## src/pllsc_pkg.sv

```systemverilog
package pllsc_pkg;

	// Register byte offsets
	localparam logic [4:0] OFF_CTRL  = 5'h00;
	localparam logic [4:0] OFF_STAT  = 5'h04;
	localparam logic [4:0] OFF_MASK  = 5'h08;
	localparam logic [4:0] OFF_STATE = 5'h0C;
	localparam logic [4:0] OFF_RLAT  = 5'h10;
	localparam logic [4:0] OFF_NLAT  = 5'h14;

	// Control fields
	localparam int CTRL_PRE128 = 0;
	localparam int CTRL_MONVCO = 1;
	localparam int CTRL_W      = 2;
	localparam logic [1:0] CTRL_RST = 2'h0;

	// Event bits, shared by status and mask
	localparam int EV_RLOAD  = 0;
	localparam int EV_NLOAD  = 1;
	localparam int EV_LOCK   = 2;
	localparam int EV_UNLOCK = 3;
	localparam int EV_PD     = 4;
	localparam int EV_W      = 5;
	localparam logic [4:0] EV_RST = 5'h00;

	// Pin slots of the input synchroniser
	localparam int PIN_SCLK = 0;
	localparam int PIN_SDAT = 1;
	localparam int PIN_LE   = 2;
	localparam int PIN_POL  = 3;
	localparam int PIN_PDN  = 4;
	localparam int PIN_VCO  = 5;
	localparam int PIN_REF  = 6;
	localparam int PIN_N    = 7;
	// Pulled-up pins rest high
	localparam logic [6:0] PIN_RST = 7'h1C;

	// Prescaler pairs: low modulus bits of the swallow field
	localparam int SWALLOW_W = 7;

	// Lock window: longest phase error still counted as locked
	localparam int CLK_PERIOD_NS = 25;
	localparam int LOCK_WIN_NS   = 75;
	localparam int LOCK_WIN_CYC  = (LOCK_WIN_NS / CLK_PERIOD_NS < 1) ?
		1 : LOCK_WIN_NS / CLK_PERIOD_NS;
	localparam int WID_W = 8;

	// Power-down sequencing
	typedef enum logic [1:0] {
		PD_RUN  = 2'b00,
		PD_WAIT = 2'b01,
		PD_OFF  = 2'b11
	} pllsc_pd_t;

endpackage

```

## src/pllsc_top.sv

```systemverilog
// Functional notes
// - Shift data on each serial clock rise
// - Words arrive MSB first; LSB picks latch
// - Load strobe rise copies word into latch
// - Low polarity select swaps pump direction
// - Loop switch closed while strobe is high
// - Lock indicator high, narrow lows when locked
// - Power-down input low requests power saving
// - Power-down waits for idle charge pump
// - Prescaler divides by 64/65 or 128/129
// - Logic output monitors phase comparator input
`timescale 1ns/1ps
`default_nettype none

module pllsc_top
	import pllsc_pkg::*;
#(
	parameter int WORD_W = 18
) (
	// System
	input  wire logic        clock,
	input  wire logic        reset_n,
	// Avalon-MM slave
	input  wire logic [4:0]  avs_address,
	input  wire logic        avs_read,
	input  wire logic        avs_write,
	input  wire logic [31:0] avs_writedata,
	input  wire logic [3:0]  avs_byteenable,
	output logic      [31:0] avs_readdata,
	output logic             avs_waitrequest,
	// Serial load link
	input  wire logic        serial_clk,
	input  wire logic        serial_data,
	input  wire logic        load_strobe,
	// Synthesizer pins
	input  wire logic        phase_polarity_select,
	input  wire logic        power_down_n,
	input  wire logic        prescaler_in,
	input  wire logic        reference_osc_in,
	// Outputs
	output logic             cp_up,
	output logic             cp_down,
	output logic             loop_switch_out,
	output logic             lock_indicator,
	output logic             monitor_out,
	output logic             power_save,
	output logic             irq
);

	localparam int LAT_W = WORD_W - 1;
	localparam int CNT_W = WORD_W + 1;
	localparam int B_W   = LAT_W - SWALLOW_W;

	// Register hit decode
	function automatic logic reg_hit(input logic [4:0] a,
		input logic [4:0] off);
		reg_hit = (a == off);
	endfunction

	// Input synchroniser, three stages plus agreement filter
	logic [PIN_N-1:0] sy1_q;
	logic [PIN_N-1:0] sy2_q;
	logic [PIN_N-1:0] sy3_q;
	logic [PIN_N-1:0] pin_q;
	logic [PIN_N-1:0] prev_q;
	wire  [PIN_N-1:0] pin_raw;
	wire  [PIN_N-1:0] agree;
	wire  [PIN_N-1:0] pin_d;
	wire  [PIN_N-1:0] rise;

	assign pin_raw = {reference_osc_in, prescaler_in, power_down_n,
		phase_polarity_select, load_strobe, serial_data, serial_clk};
	assign agree = sy2_q ~^ sy3_q;
	assign pin_d = (agree & sy3_q) | (~agree & pin_q);
	assign rise  = pin_q & ~prev_q;

	always_ff @(posedge clock or negedge reset_n) begin
		if (!reset_n) begin
			sy1_q  <= PIN_RST;
			sy2_q  <= PIN_RST;
			sy3_q  <= PIN_RST;
			pin_q  <= PIN_RST;
			prev_q <= PIN_RST;
		end else begin
			sy1_q  <= pin_raw;
			sy2_q  <= sy1_q;
			sy3_q  <= sy2_q;
			pin_q  <= pin_d;
			prev_q <= pin_q;
		end
	end

	// Serial shift register and latches
	logic [WORD_W-1:0] shift_q;
	logic [LAT_W-1:0]  rlat_q;
	logic [LAT_W-1:0]  nlat_q;
	wire               ld_r;
	wire               ld_n;

	assign ld_r = rise[PIN_LE] & shift_q[0];
	assign ld_n = rise[PIN_LE] & ~shift_q[0];

	always_ff @(posedge clock or negedge reset_n) begin
		if (!reset_n) begin
			shift_q <= '0;
		end else if (rise[PIN_SCLK]) begin
			shift_q <= {shift_q[WORD_W-2:0], pin_q[PIN_SDAT]};
		end
	end

	// Only a strobe rise touches a latch
	always_ff @(posedge clock or negedge reset_n) begin
		if (!reset_n) begin
			rlat_q <= '0;
			nlat_q <= '0;
		end else begin
			if (ld_r) rlat_q <= shift_q[WORD_W-1:1];
			if (ld_n) nlat_q <= shift_q[WORD_W-1:1];
		end
	end

	// Control register fields
	logic [CTRL_W-1:0] ctrl_q;
	wire               pre128;
	wire               mon_vco;

	assign pre128  = ctrl_q[CTRL_PRE128];
	assign mon_vco = ctrl_q[CTRL_MONVCO];

	// Main divide ratio from swallow and prescaler counts
	wire [SWALLOW_W-1:0] a_cnt;
	wire [B_W-1:0]       b_cnt;
	wire [CNT_W-1:0]     n_total;

	assign a_cnt   = nlat_q[SWALLOW_W-1:0];
	assign b_cnt   = nlat_q[LAT_W-1:SWALLOW_W];
	assign n_total = (pre128 ? {2'b00, b_cnt, 7'h00} :
		{3'b000, b_cnt, 6'h00}) + {{(CNT_W-SWALLOW_W){1'b0}}, a_cnt};

	// Power-down state
	pllsc_pd_t pd_q;
	pllsc_pd_t pd_d;
	wire       run;

	assign run = (pd_q != PD_OFF);

	// Dividers on sampled input edges
	logic [CNT_W-1:0] vco_cnt_q;
	logic [LAT_W-1:0] ref_cnt_q;
	logic             vco_div_q;
	logic             ref_div_q;
	wire              vco_last;
	wire              ref_last;
	wire              vco_step;
	wire              ref_step;

	assign vco_last = (vco_cnt_q + 1'b1 >= n_total);
	assign ref_last = ({1'b0, ref_cnt_q} + 1'b1 >= {1'b0, rlat_q});
	assign vco_step = rise[PIN_VCO] & run;
	assign ref_step = rise[PIN_REF] & run;

	always_ff @(posedge clock or negedge reset_n) begin
		if (!reset_n) begin
			vco_cnt_q <= '0;
			ref_cnt_q <= '0;
			vco_div_q <= 1'b0;
			ref_div_q <= 1'b0;
		end else begin
			vco_div_q <= vco_step & vco_last;
			ref_div_q <= ref_step & ref_last;
			if (vco_step) vco_cnt_q <= vco_last ? '0 : vco_cnt_q + 1'b1;
			if (ref_step) ref_cnt_q <= ref_last ? '0 : ref_cnt_q + 1'b1;
		end
	end

	// Phase-frequency comparator
	logic             pfd_up_q;
	logic             pfd_dn_q;
	logic [WID_W-1:0] wid_q;
	logic             lock_q;
	wire              up_n;
	wire              dn_n;
	wire              pfd_act;
	wire              pfd_end;
	wire              lock_d;

	assign up_n    = run & (pfd_up_q | ref_div_q) & ~(pfd_dn_q | vco_div_q);
	assign dn_n    = run & (pfd_dn_q | vco_div_q) & ~(pfd_up_q | ref_div_q);
	assign pfd_act = pfd_up_q | pfd_dn_q;
	assign pfd_end = pfd_act & ~up_n & ~dn_n;
	assign lock_d  = pfd_end ? (wid_q < WID_W'(LOCK_WIN_CYC)) : lock_q;

	always_ff @(posedge clock or negedge reset_n) begin
		if (!reset_n) begin
			pfd_up_q <= 1'b0;
			pfd_dn_q <= 1'b0;
			wid_q    <= '0;
			lock_q   <= 1'b0;
		end else begin
			pfd_up_q <= up_n;
			pfd_dn_q <= dn_n;
			wid_q    <= pfd_act ? wid_q + (&wid_q ? 1'b0 : 1'b1) : '0;
			lock_q   <= lock_d;
		end
	end

	// Power-down sequencer
	always_comb begin
		pd_d = pd_q;
		case (pd_q)
			PD_RUN: if (!pin_q[PIN_PDN]) pd_d = PD_WAIT;
			PD_WAIT: if (pin_q[PIN_PDN]) pd_d = PD_RUN;
				else if (!pfd_act) pd_d = PD_OFF;
			PD_OFF: if (pin_q[PIN_PDN]) pd_d = PD_RUN;
			default: pd_d = PD_RUN;
		endcase
	end

	// Pin outputs
	logic cp_up_q;
	logic cp_dn_q;
	logic loop_sw_q;
	logic lock_ind_q;
	logic mon_q;
	logic psave_q;

	always_ff @(posedge clock or negedge reset_n) begin
		if (!reset_n) begin
			pd_q       <= PD_RUN;
			cp_up_q    <= 1'b0;
			cp_dn_q    <= 1'b0;
			loop_sw_q  <= 1'b0;
			lock_ind_q <= 1'b0;
			mon_q      <= 1'b0;
			psave_q    <= 1'b0;
		end else begin
			pd_q       <= pd_d;
			cp_up_q    <= pin_q[PIN_POL] ? pfd_up_q : pfd_dn_q;
			cp_dn_q    <= pin_q[PIN_POL] ? pfd_dn_q : pfd_up_q;
			loop_sw_q  <= pin_q[PIN_LE];
			lock_ind_q <= lock_q & ~pfd_act;
			mon_q      <= mon_vco ? vco_div_q : ref_div_q;
			psave_q    <= (pd_d == PD_OFF);
		end
	end

	// Avalon handshake: one wait cycle, then answer
	logic        wait_q;
	logic [31:0] rdata_q;
	wire         req;
	wire         wr_now;
	wire         wr_lo;
	wire [31:0]  rdata_d;
	logic [EV_W-1:0] stat_q;
	logic [EV_W-1:0] mask_q;
	logic            irq_q;
	logic            lock_prev_q;

	assign req    = avs_read | avs_write;
	assign wr_now = avs_write & ~wait_q;
	assign wr_lo  = wr_now & avs_byteenable[0];
	assign rdata_d =
		reg_hit(avs_address, OFF_CTRL)  ? {30'h0, ctrl_q} :
		reg_hit(avs_address, OFF_STAT)  ? {27'h0, stat_q} :
		reg_hit(avs_address, OFF_MASK)  ? {27'h0, mask_q} :
		reg_hit(avs_address, OFF_STATE) ? {26'h0, psave_q, loop_sw_q,
			cp_dn_q, cp_up_q, lock_ind_q, lock_q} :
		reg_hit(avs_address, OFF_RLAT)  ? 32'(rlat_q) :
		reg_hit(avs_address, OFF_NLAT)  ? 32'(nlat_q) : 32'h0;

	always_ff @(posedge clock or negedge reset_n) begin
		if (!reset_n) begin
			wait_q  <= 1'b1;
			rdata_q <= 32'h0;
		end else begin
			wait_q <= ~(req & wait_q);
			if (avs_read & wait_q) rdata_q <= rdata_d;
		end
	end

	// Events and interrupt; a new event beats a clear
	wire [EV_W-1:0] ev;
	wire [EV_W-1:0] clr;
	wire [EV_W-1:0] stat_d;
	wire [EV_W-1:0] mask_d;

	assign ev = {(pd_d == PD_OFF) & run, lock_prev_q & ~lock_q,
		~lock_prev_q & lock_q, ld_n, ld_r};
	assign clr = (wr_lo & reg_hit(avs_address, OFF_STAT)) ?
		avs_writedata[EV_W-1:0] : '0;
	assign stat_d = (stat_q & ~clr) | ev;
	assign mask_d = (wr_lo & reg_hit(avs_address, OFF_MASK)) ?
		avs_writedata[EV_W-1:0] : mask_q;

	always_ff @(posedge clock or negedge reset_n) begin
		if (!reset_n) begin
			ctrl_q      <= CTRL_RST;
			stat_q      <= EV_RST;
			mask_q      <= EV_RST;
			irq_q       <= 1'b0;
			lock_prev_q <= 1'b0;
		end else begin
			if (wr_lo & reg_hit(avs_address, OFF_CTRL))
				ctrl_q <= avs_writedata[CTRL_W-1:0];
			stat_q      <= stat_d;
			mask_q      <= mask_d;
			irq_q       <= |(stat_d & mask_d);
			lock_prev_q <= lock_q;
		end
	end

	// Output drive
	assign avs_readdata    = rdata_q;
	assign avs_waitrequest = wait_q;
	assign cp_up           = cp_up_q;
	assign cp_down         = cp_dn_q;
	assign loop_switch_out = loop_sw_q;
	assign lock_indicator  = lock_ind_q;
	assign monitor_out     = mon_q;
	assign power_save      = psave_q;
	assign irq             = irq_q;

	// Checks on serial loading
	AST_SHIFT_IN: assert property (@(posedge clock) disable iff (!reset_n)
		rise[PIN_SCLK] |=> shift_q[0] == $past(pin_q[PIN_SDAT]))
		else $error("serial bit not shifted in");
	AST_MSB_FIRST: assert property (@(posedge clock) disable iff (!reset_n)
		rise[PIN_SCLK] |=> shift_q[WORD_W-1:1] == $past(shift_q[WORD_W-2:0]))
		else $error("shift order wrong");
	AST_LOAD_REF: assert property (@(posedge clock) disable iff (!reset_n)
		rise[PIN_LE] && shift_q[0] |=> rlat_q == $past(shift_q[WORD_W-1:1]))
		else $error("reference latch not loaded");
	AST_LOAD_MAIN: assert property (@(posedge clock) disable iff (!reset_n)
		rise[PIN_LE] && !shift_q[0] |=> nlat_q == $past(shift_q[WORD_W-1:1]))
		else $error("main latch not loaded");
	AST_LATCH_HOLD: assert property (@(posedge clock) disable iff (!reset_n)
		!rise[PIN_LE] |=> $stable(rlat_q) && $stable(nlat_q))
		else $error("latch changed without strobe");

	// Checks on pump, switch, lock, power-down, divider and monitor
	AST_POL_SWAP: assert property (@(posedge clock) disable iff (!reset_n)
		!pin_q[PIN_POL] && pfd_up_q |=> cp_dn_q && !cp_up_q)
		else $error("polarity not reversed");
	AST_POL_NORM: assert property (@(posedge clock) disable iff (!reset_n)
		pin_q[PIN_POL] && pfd_up_q |=> cp_up_q && !cp_dn_q)
		else $error("normal polarity broken");
	AST_LOOP_SW: assert property (@(posedge clock) disable iff (!reset_n)
		$rose(pin_q[PIN_LE]) |=> loop_sw_q ##1 (loop_sw_q || !$past(pin_q[PIN_LE])))
		else $error("loop switch not following strobe");
	AST_LOCK_IND: assert property (@(posedge clock) disable iff (!reset_n)
		lock_q && !pfd_act |=> lock_ind_q)
		else $error("lock indicator low while locked and idle");
	AST_PD_REQ: assert property (@(posedge clock) disable iff (!reset_n)
		pd_q == PD_WAIT && !pin_q[PIN_PDN] && !pfd_act |=> psave_q)
		else $error("power-down not entered");
	AST_PD_GATE: assert property (@(posedge clock) disable iff (!reset_n)
		pd_q == PD_WAIT && pfd_act |=> pd_q != PD_OFF)
		else $error("power-down while pump active");
	AST_DIV_WRAP: assert property (@(posedge clock) disable iff (!reset_n)
		vco_step && vco_last |=> vco_div_q && vco_cnt_q == '0)
		else $error("main divider did not wrap");
	AST_MONITOR: assert property (@(posedge clock) disable iff (!reset_n)
		ref_div_q && !mon_vco |=> mon_q)
		else $error("monitor missed reference pulse");

endmodule

`default_nettype wire
```

## config.mk

```make
export PLATFORM = sky130hd
export DESIGN_NAME = pllsc_top
export DESIGN_NICKNAME = d
export VERILOG_FILES = /design/src/pllsc_pkg.sv /design/src/pllsc_top.sv
export SDC_FILE = /design/constraint.sdc
export NUM_CORES = 1
export LEC_CHECK = 0
export BUFFER_PORTS_ARGS = -buffer_cell sky130_fd_sc_hd__buf_2
export CAP_MARGIN = 10
export CORE_AREA = 5 5 127 129
export DETAILED_ROUTE_END_ITERATION = 8
export DIE_AREA = 0 0 132 134
export PLACE_DENSITY = 0.88
export SLEW_MARGIN = 20
export SYNTH_ARGS = -nofsm -noshare
export SYNTH_HDL_FRONTEND = slang
export SYNTH_SLANG_ARGS = --single-unit
```

## constraint.sdc

```tcl
create_clock -name clock -period 5.9 [get_ports clock]
set_input_delay 0.295 -clock clock [delete_from_list [all_inputs] [get_ports clock]]
set_output_delay 0.295 -clock clock [all_outputs]
set_load 0.03 [all_outputs]
```

# Yosys cells after proc, flatten, opt, wreduce, memory -nomap -nowiden

Cells that the tools add are included.

Reductions and logical operators: 4
Muxes and demuxes: 21
Equal/unequal tests: 9
Bitwise logic cells: 48
Order comparisons: 3
Add/sub/neg operators: 5

Operators with widths:

| operator                | number |
|---|---|
| $mux W17                | 8 |
| $and A1 B1 Y1           | 23 |
| $and A7 B7 Y7           | 3 |
| $add A19 B1 Y19 const B | 1 |
| $ge A19 B18 Y1          | 1 |
| $mux W19                | 1 |
| $add A17 B1 Y18 const B | 1 |
| $add A17 B7 Y18         | 1 |
| $ge A18 B17 Y1          | 1 |
| $add A17 B1 Y17 const B | 1 |
| $not A7 Y7              | 2 |
| $and A5 B5 Y5           | 2 |
| $eq A5 B4 Y1 const B    | 2 |
| $eq A5 B5 Y1 const B    | 2 |
| $mux W5                 | 2 |
| $not A1 Y1              | 10 |
| $add A8 B1 Y8           | 1 |
| $lt A8 B2 Y1 const B    | 1 |
| $mux W2                 | 4 |
| $mux W8                 | 1 |
| $reduce_and A8 Y1       | 1 |
| $or A7 B7 Y7            | 1 |
| $xnor A7 B7 Y7          | 1 |
| $pmux W2 S3             | 1 |
| 11 further kinds        | 18 |

Logic and storage cells: 120
Flip-flop bits (word level): 191
Input port bits: 52
Output and inout port bits: 40

# Logic depth before layout (Yosys ltp)

Depth after elaboration: 10
Mapped depth: 19

# Least setup slack after synthesis

No wires, ideal clock.

Path type: flip-flop to flip-flop
From: reg ctrl_q[0]
To: reg vco_cnt_q[14]
Data arrival time: 3,616 ps
Data required time: 5,817 ps
Period minus slack after synthesis: 3,698 ps
Slack: 2,202 ps
Path buffers: 3
Setup time: 83 ps
Stages on the path, launching flop included: 19
Path through: dfrtp_1 -> buf_2 -> clkbuf_1 -> nor2b_1 -> ha_1 -> ha_1 -> and3_1 -> nand3_1 -> nor3b_1 -> nand2_1 -> mux2i_1 -> o22a_1 -> ha_1 -> and3_1 -> and3_1 -> a21boi_1 -> buf_2 -> a31oi_1 -> o22ai_1

Longest elaborated chain between the ends: 4

RTL lines:

| element                | line             | RTL |
|---|---|---|
| start, declared        | pllsc_top.sv:123 | `logic [CTRL_W-1:0] ctrl_q;` |
| start signal, assigned | pllsc_top.sv:304 | `ctrl_q <= avs_writedata[CTRL_W-1:0];` |
| $mux W17               | pllsc_top.sv:137 | `assign n_total = (pre128 ? {2'b00, b_cnt, 7'h00} :` |
| $add A17 B7 Y18        | pllsc_top.sv:138 | `{3'b000, b_cnt, 6'h00}) + {{(CNT_W-SWALLOW_W){1'b0}}, a_cnt};` |
| $ge A19 B18 Y1         | pllsc_top.sv:157 | `assign vco_last = (vco_cnt_q + 1'b1 >= n_total);` |
| $mux W19               | pllsc_top.sv:171 | `if (vco_step) vco_cnt_q <= vco_last ? '0 : vco_cnt_q + 1'b1;` |
| end signal, assigned   | pllsc_top.sv:171 |  |
| end, declared          | pllsc_top.sv:148 | `logic [CNT_W-1:0] vco_cnt_q;` |

Every way passes these cells.
A chain may end at the register's enable or synchronous reset.

# Final worst setup path

From: reg ctrl_q[0]
To: reg vco_cnt_q[11]

The elaborated chain is that of the path after synthesis.

==> results.toml <==
[timing]
layout_min_cycle_time_ns = 4.28
setup_viol_count_final = 0
final_critical_path_setup_slack_ns = 1.62
tightest_slew_ns = 0.969
slew_headroom = 0.352
worst_clock_skew_ns = 0.00827
hold-worst-slack_ns = -0.0255
report.final.hold_viol_count = 10
max_freq_mhz = 234
unrepaired_setup_endpoints_after_global_routing = "no"
totalNegativeSetupSlack_ns = 0
slew_viol_final = 0
fin_crit_sh = 0.726

[clocking]
cts_hold_buffers = 7
clock_pin_slew_of_the_registers_on_the_worst_case_setup_and_hold_paths_ns = 0.07
cts-buffers-inserted = 17
ctsHtreeMaxLevel = 4
post_cts_resize_count = 0
clockBufferDepth = 2
clockRootBuffer = "sky130_fd_sc_hd__clkbuf_16"
tritoncts = "done"
post-cts-setup-buffer-count = 0
worst_skew_pair.late_latency_ns = 0.43
tritoncts_num_sinks = 173

[synth]
ys_async_sr_fraction = 1.00
synthFlopType = "sky130_fd_sc_hd__dfrtp_1"
synth_area_leader_cell = "sky130_fd_sc_hd__dfrtp_1"
post_synth_num_cell_types = 68
synthMostInstantiatedCell = "sky130_fd_sc_hd__dfrtp_1"
synth-edff-count = 0
synth-seq-cells = 173
synthesized_netlist_cell_count = 823
seq_area_frac_synth = 0.495
post-synth-top-area-fraction = 0.454
yosys_warnings = 0
post_synth_most_frequent_cells = "159 x sky130_fd_sc_hd__dfrtp_1, 90 x sky130_fd_sc_hd__nand2_1, 59 x sky130_fd_sc_hd__mux2_2"
post_synthesis_instance_area_um2 = 8770
main_area_contributors_after_synthesis = "sky130_fd_sc_hd__dfrtp_1 45%, sky130_fd_sc_hd__mux2_2 7.6%, sky130_fd_sc_hd__ha_1 5.8%, sky130_fd_sc_hd__dfstp_2 4.2%, sky130_fd_sc_hd__nand2_1 3.9%"
synth.avg_cell_area_um2 = 10.7

[status]
status = "finished, violations left"
violations = "negative hold slack"

[global_routing]
grt-ovfl-total = 0
wire_length_of_the_first_global_routing_pass_um = 32100
first_global_vias = 6472
grt_max_degree = 112
grt_antenna_before_repair = 0
total_track_usage = 0.223

[pwr]
total_leakage_power_nw = 4.54
vdd.ir_drop.worst_mv = 0.285
power_density_of_the_placed_cells_nw_per_um2 = 383
swShare = 0.337
sequentialPowerShare = 0.450
power.share.clock = 0.300
pwr-share-comb = 0.250
internal_power_mw = 2.48
power_spent_charging_and_discharging_nets_mw = 1.26

[final_layout]
antennaDiodeCount = 0
nNetsFinal = 961
final_cells = 1069
drive_above_1_share = 0.200
synthToLayoutAreaGrowth_pct = 11.3

[die]
initial_utilization = 0.588
ioPinCount = 92
design.core.area_um2 = 14900
design.die.area_um2 = 17700
chipWidth_um = 132
die_height_um = 134
fp-row-count = 45

[worst_setup_path]
crit_type = "reg -> reg"
cp_data_required_time_ns = 6.25
critPathMaxFanout = 20
critical_path_max_stage_delay_ns = 0.75
critPathLaunchType = "register"
cp_data_arrival_time_ns = 4.63
worstSetupEndpointType = "register"
path_cells = "nand2_1 -> o21ai_0 -> ha_1 -> and3_1 -> nand3_1 -> nor3b_1 -> nand2_1 -> mux2i_1 -> o22a_1 -> ha_1 -> a21o_1 -> a21oi_1 -> and3b_1 -> nand2_2 -> o211ai_1"
timing.critical_path.slowest_stage_cell = "sky130_fd_sc_hd__dfrtp_1"

[place]
dp_hpwl_um = 12700
place_inst = 1030
globalplace.congestion = 0.853
place_ws_ns = 1.78
port-buffer-count = 46

[routing]
remaining_drc_errors = 0
detail_route.wirelength_um = 18800
vias_per_cell = 6.02
postRouteAntennaNets = 0
drt_first_pass_iters = 7
wl_per_cell_um = 17.6
num_vias = 6431
drtIter0Drc = 750

[worst_hold_path]
worstHoldPathType = "in -> async"

[job]
drv_cap = 0
-- power groups by stage --
stage | combinational, mW | sequential, mW | clock [mW]
after global placement | 0.873 | 1.68 | 0
after detailed placement | 0.916 | 1.70 | 0
after global routing | 1.06 | 1.72 | 1.19
final | 0.935 | 1.69 | 1.12
after CTS | 0.938 | 1.68 | 1.13
after floorplan | 0.693 | 1.63 | 0
-- worst max-delay path: cells and delay by family (launching register included) --
family | cells | cell delay, ns
AO/OA/AOI/OAI | 5 | 0.86
multiplexers | 1 | 0.14
AND/OR/NAND/NOR | 7 | 1.86
flip-flops | 1 | 0.75
adder cells (fa/ha/maj) | 2 | 0.57
-- routing by layer --
metal,global-route usage,vias to the layer above,wire length [um]
li1,-,2996,-
met1,0.298,3173,8040
met2,0.361,225,9220
met3,0.0529,37,1090
met4,0.0754,0,409
met5,0,-,0
-- state kept, by name (all words and copies together) (netlist names), 2 cells and up, named ones only --
signal / cells
avs_readdata: 17
ctrl_q: 2
mask_q: 5
nlat_q: 17
pd_q: 2
prev_q: 4
ref_cnt_q: 17
rlat_q: 17
shift_q: 18
stat_q: 5
sy1_q: 7
sy2_q: 7
sy3_q: 7
vco_cnt_q: 19
wid_q: 8
-- cell usage in the layout, fill, tap and decap left out, types with 5 or more instances in the layout --
| master | n |
|---|---|
| sky130_fd_sc_hd__o21ai_0 | 43 |
| sky130_fd_sc_hd__clkbuf_16 | 17 |
| sky130_fd_sc_hd__conb_1 | 15 |
| sky130_fd_sc_hd__nand3_1 | 28 |
| sky130_fd_sc_hd__nand4_1 | 13 |
| sky130_fd_sc_hd__and2_1 | 11 |
| sky130_fd_sc_hd__a222oi_1 | 7 |
| sky130_fd_sc_hd__a211oi_1 | 6 |
| sky130_fd_sc_hd__nand2b_1 | 6 |
| sky130_fd_sc_hd__inv_1 | 36 |
| sky130_fd_sc_hd__xor2_1 | 22 |
| sky130_fd_sc_hd__dlygate4sd3_1 | 7 |
| sky130_fd_sc_hd__maj3_1 | 7 |
| sky130_fd_sc_hd__xnor2_1 | 24 |
| sky130_fd_sc_hd__or3_1 | 6 |
| sky130_fd_sc_hd__buf_4 | 6 |
| sky130_fd_sc_hd__nor2b_1 | 7 |
| sky130_fd_sc_hd__and3_1 | 15 |
| sky130_fd_sc_hd__nor2_1 | 40 |
| sky130_fd_sc_hd__dfstp_2 | 14 |
| sky130_fd_sc_hd__nand2_1 | 89 |
| sky130_fd_sc_hd__a22oi_1 | 15 |
| sky130_fd_sc_hd__dfrtp_1 | 159 |
| sky130_fd_sc_hd__a21o_1 | 8 |
| sky130_fd_sc_hd__nand3b_1 | 5 |
| sky130_fd_sc_hd__buf_2 | 45 |
| sky130_fd_sc_hd__o211ai_1 | 5 |
| sky130_fd_sc_hd__nor3_1 | 9 |
| sky130_fd_sc_hd__a21oi_1 | 26 |
| sky130_fd_sc_hd__mux2_2 | 59 |
| sky130_fd_sc_hd__a31o_2 | 7 |
| sky130_fd_sc_hd__ha_1 | 41 |
-- per-stage QoR --
stage          power [mW]  utilization  area, um2
2_1_floorplan        2.32            -       8830
3_3_place_gp         2.55        0.610       9100
3_5_place_dp         2.61        0.610       9100
4_1_cts              3.75        0.654       9760
5_1_grt              3.98        0.655       9770
6_report             3.74        0.655       9770
-- cell families after synthesis --
group,after synthesis,share of synthesized area
buf+inv,84,0.0451
other cells,1,0.000427
mux,63,0.0803
flops,173,0.495
xor+xnor,46,0.0459
simple gates,253,0.147
fa+ha+maj,48,0.0665
compound gates,155,0.120
-- final timing paths --
path / start / to / depth (start not counted) / slack [ns]
max: ctrl_q[0] / vco_cnt_q[11] / 15 / 1.62
min: reset_n / avs_readdata[11] / 1 / -0.03
max reg2reg: ctrl_q[0] / vco_cnt_q[11] / 15 / 1.62
min reg2reg: sy1_q[6] / sy2_q[6] / 0 / 0.35
max in group asynchronous: reset_n / shift_q[10] / 2 / 4.59
min in group clock: avs_write / avs_waitrequest / 2 / 0.03
-- cell type report --
cell class                 instances  area, um2
tap                              188        235
timing repair buffer              59        354
clock buffer                      24        482
sequential                       173       4350
multi-input combinational        580       4100
inverter                          37        139
fill                            1099       5150
clock inverter                     8        108
Note: power is estimated with default switching activity, not from simulation.
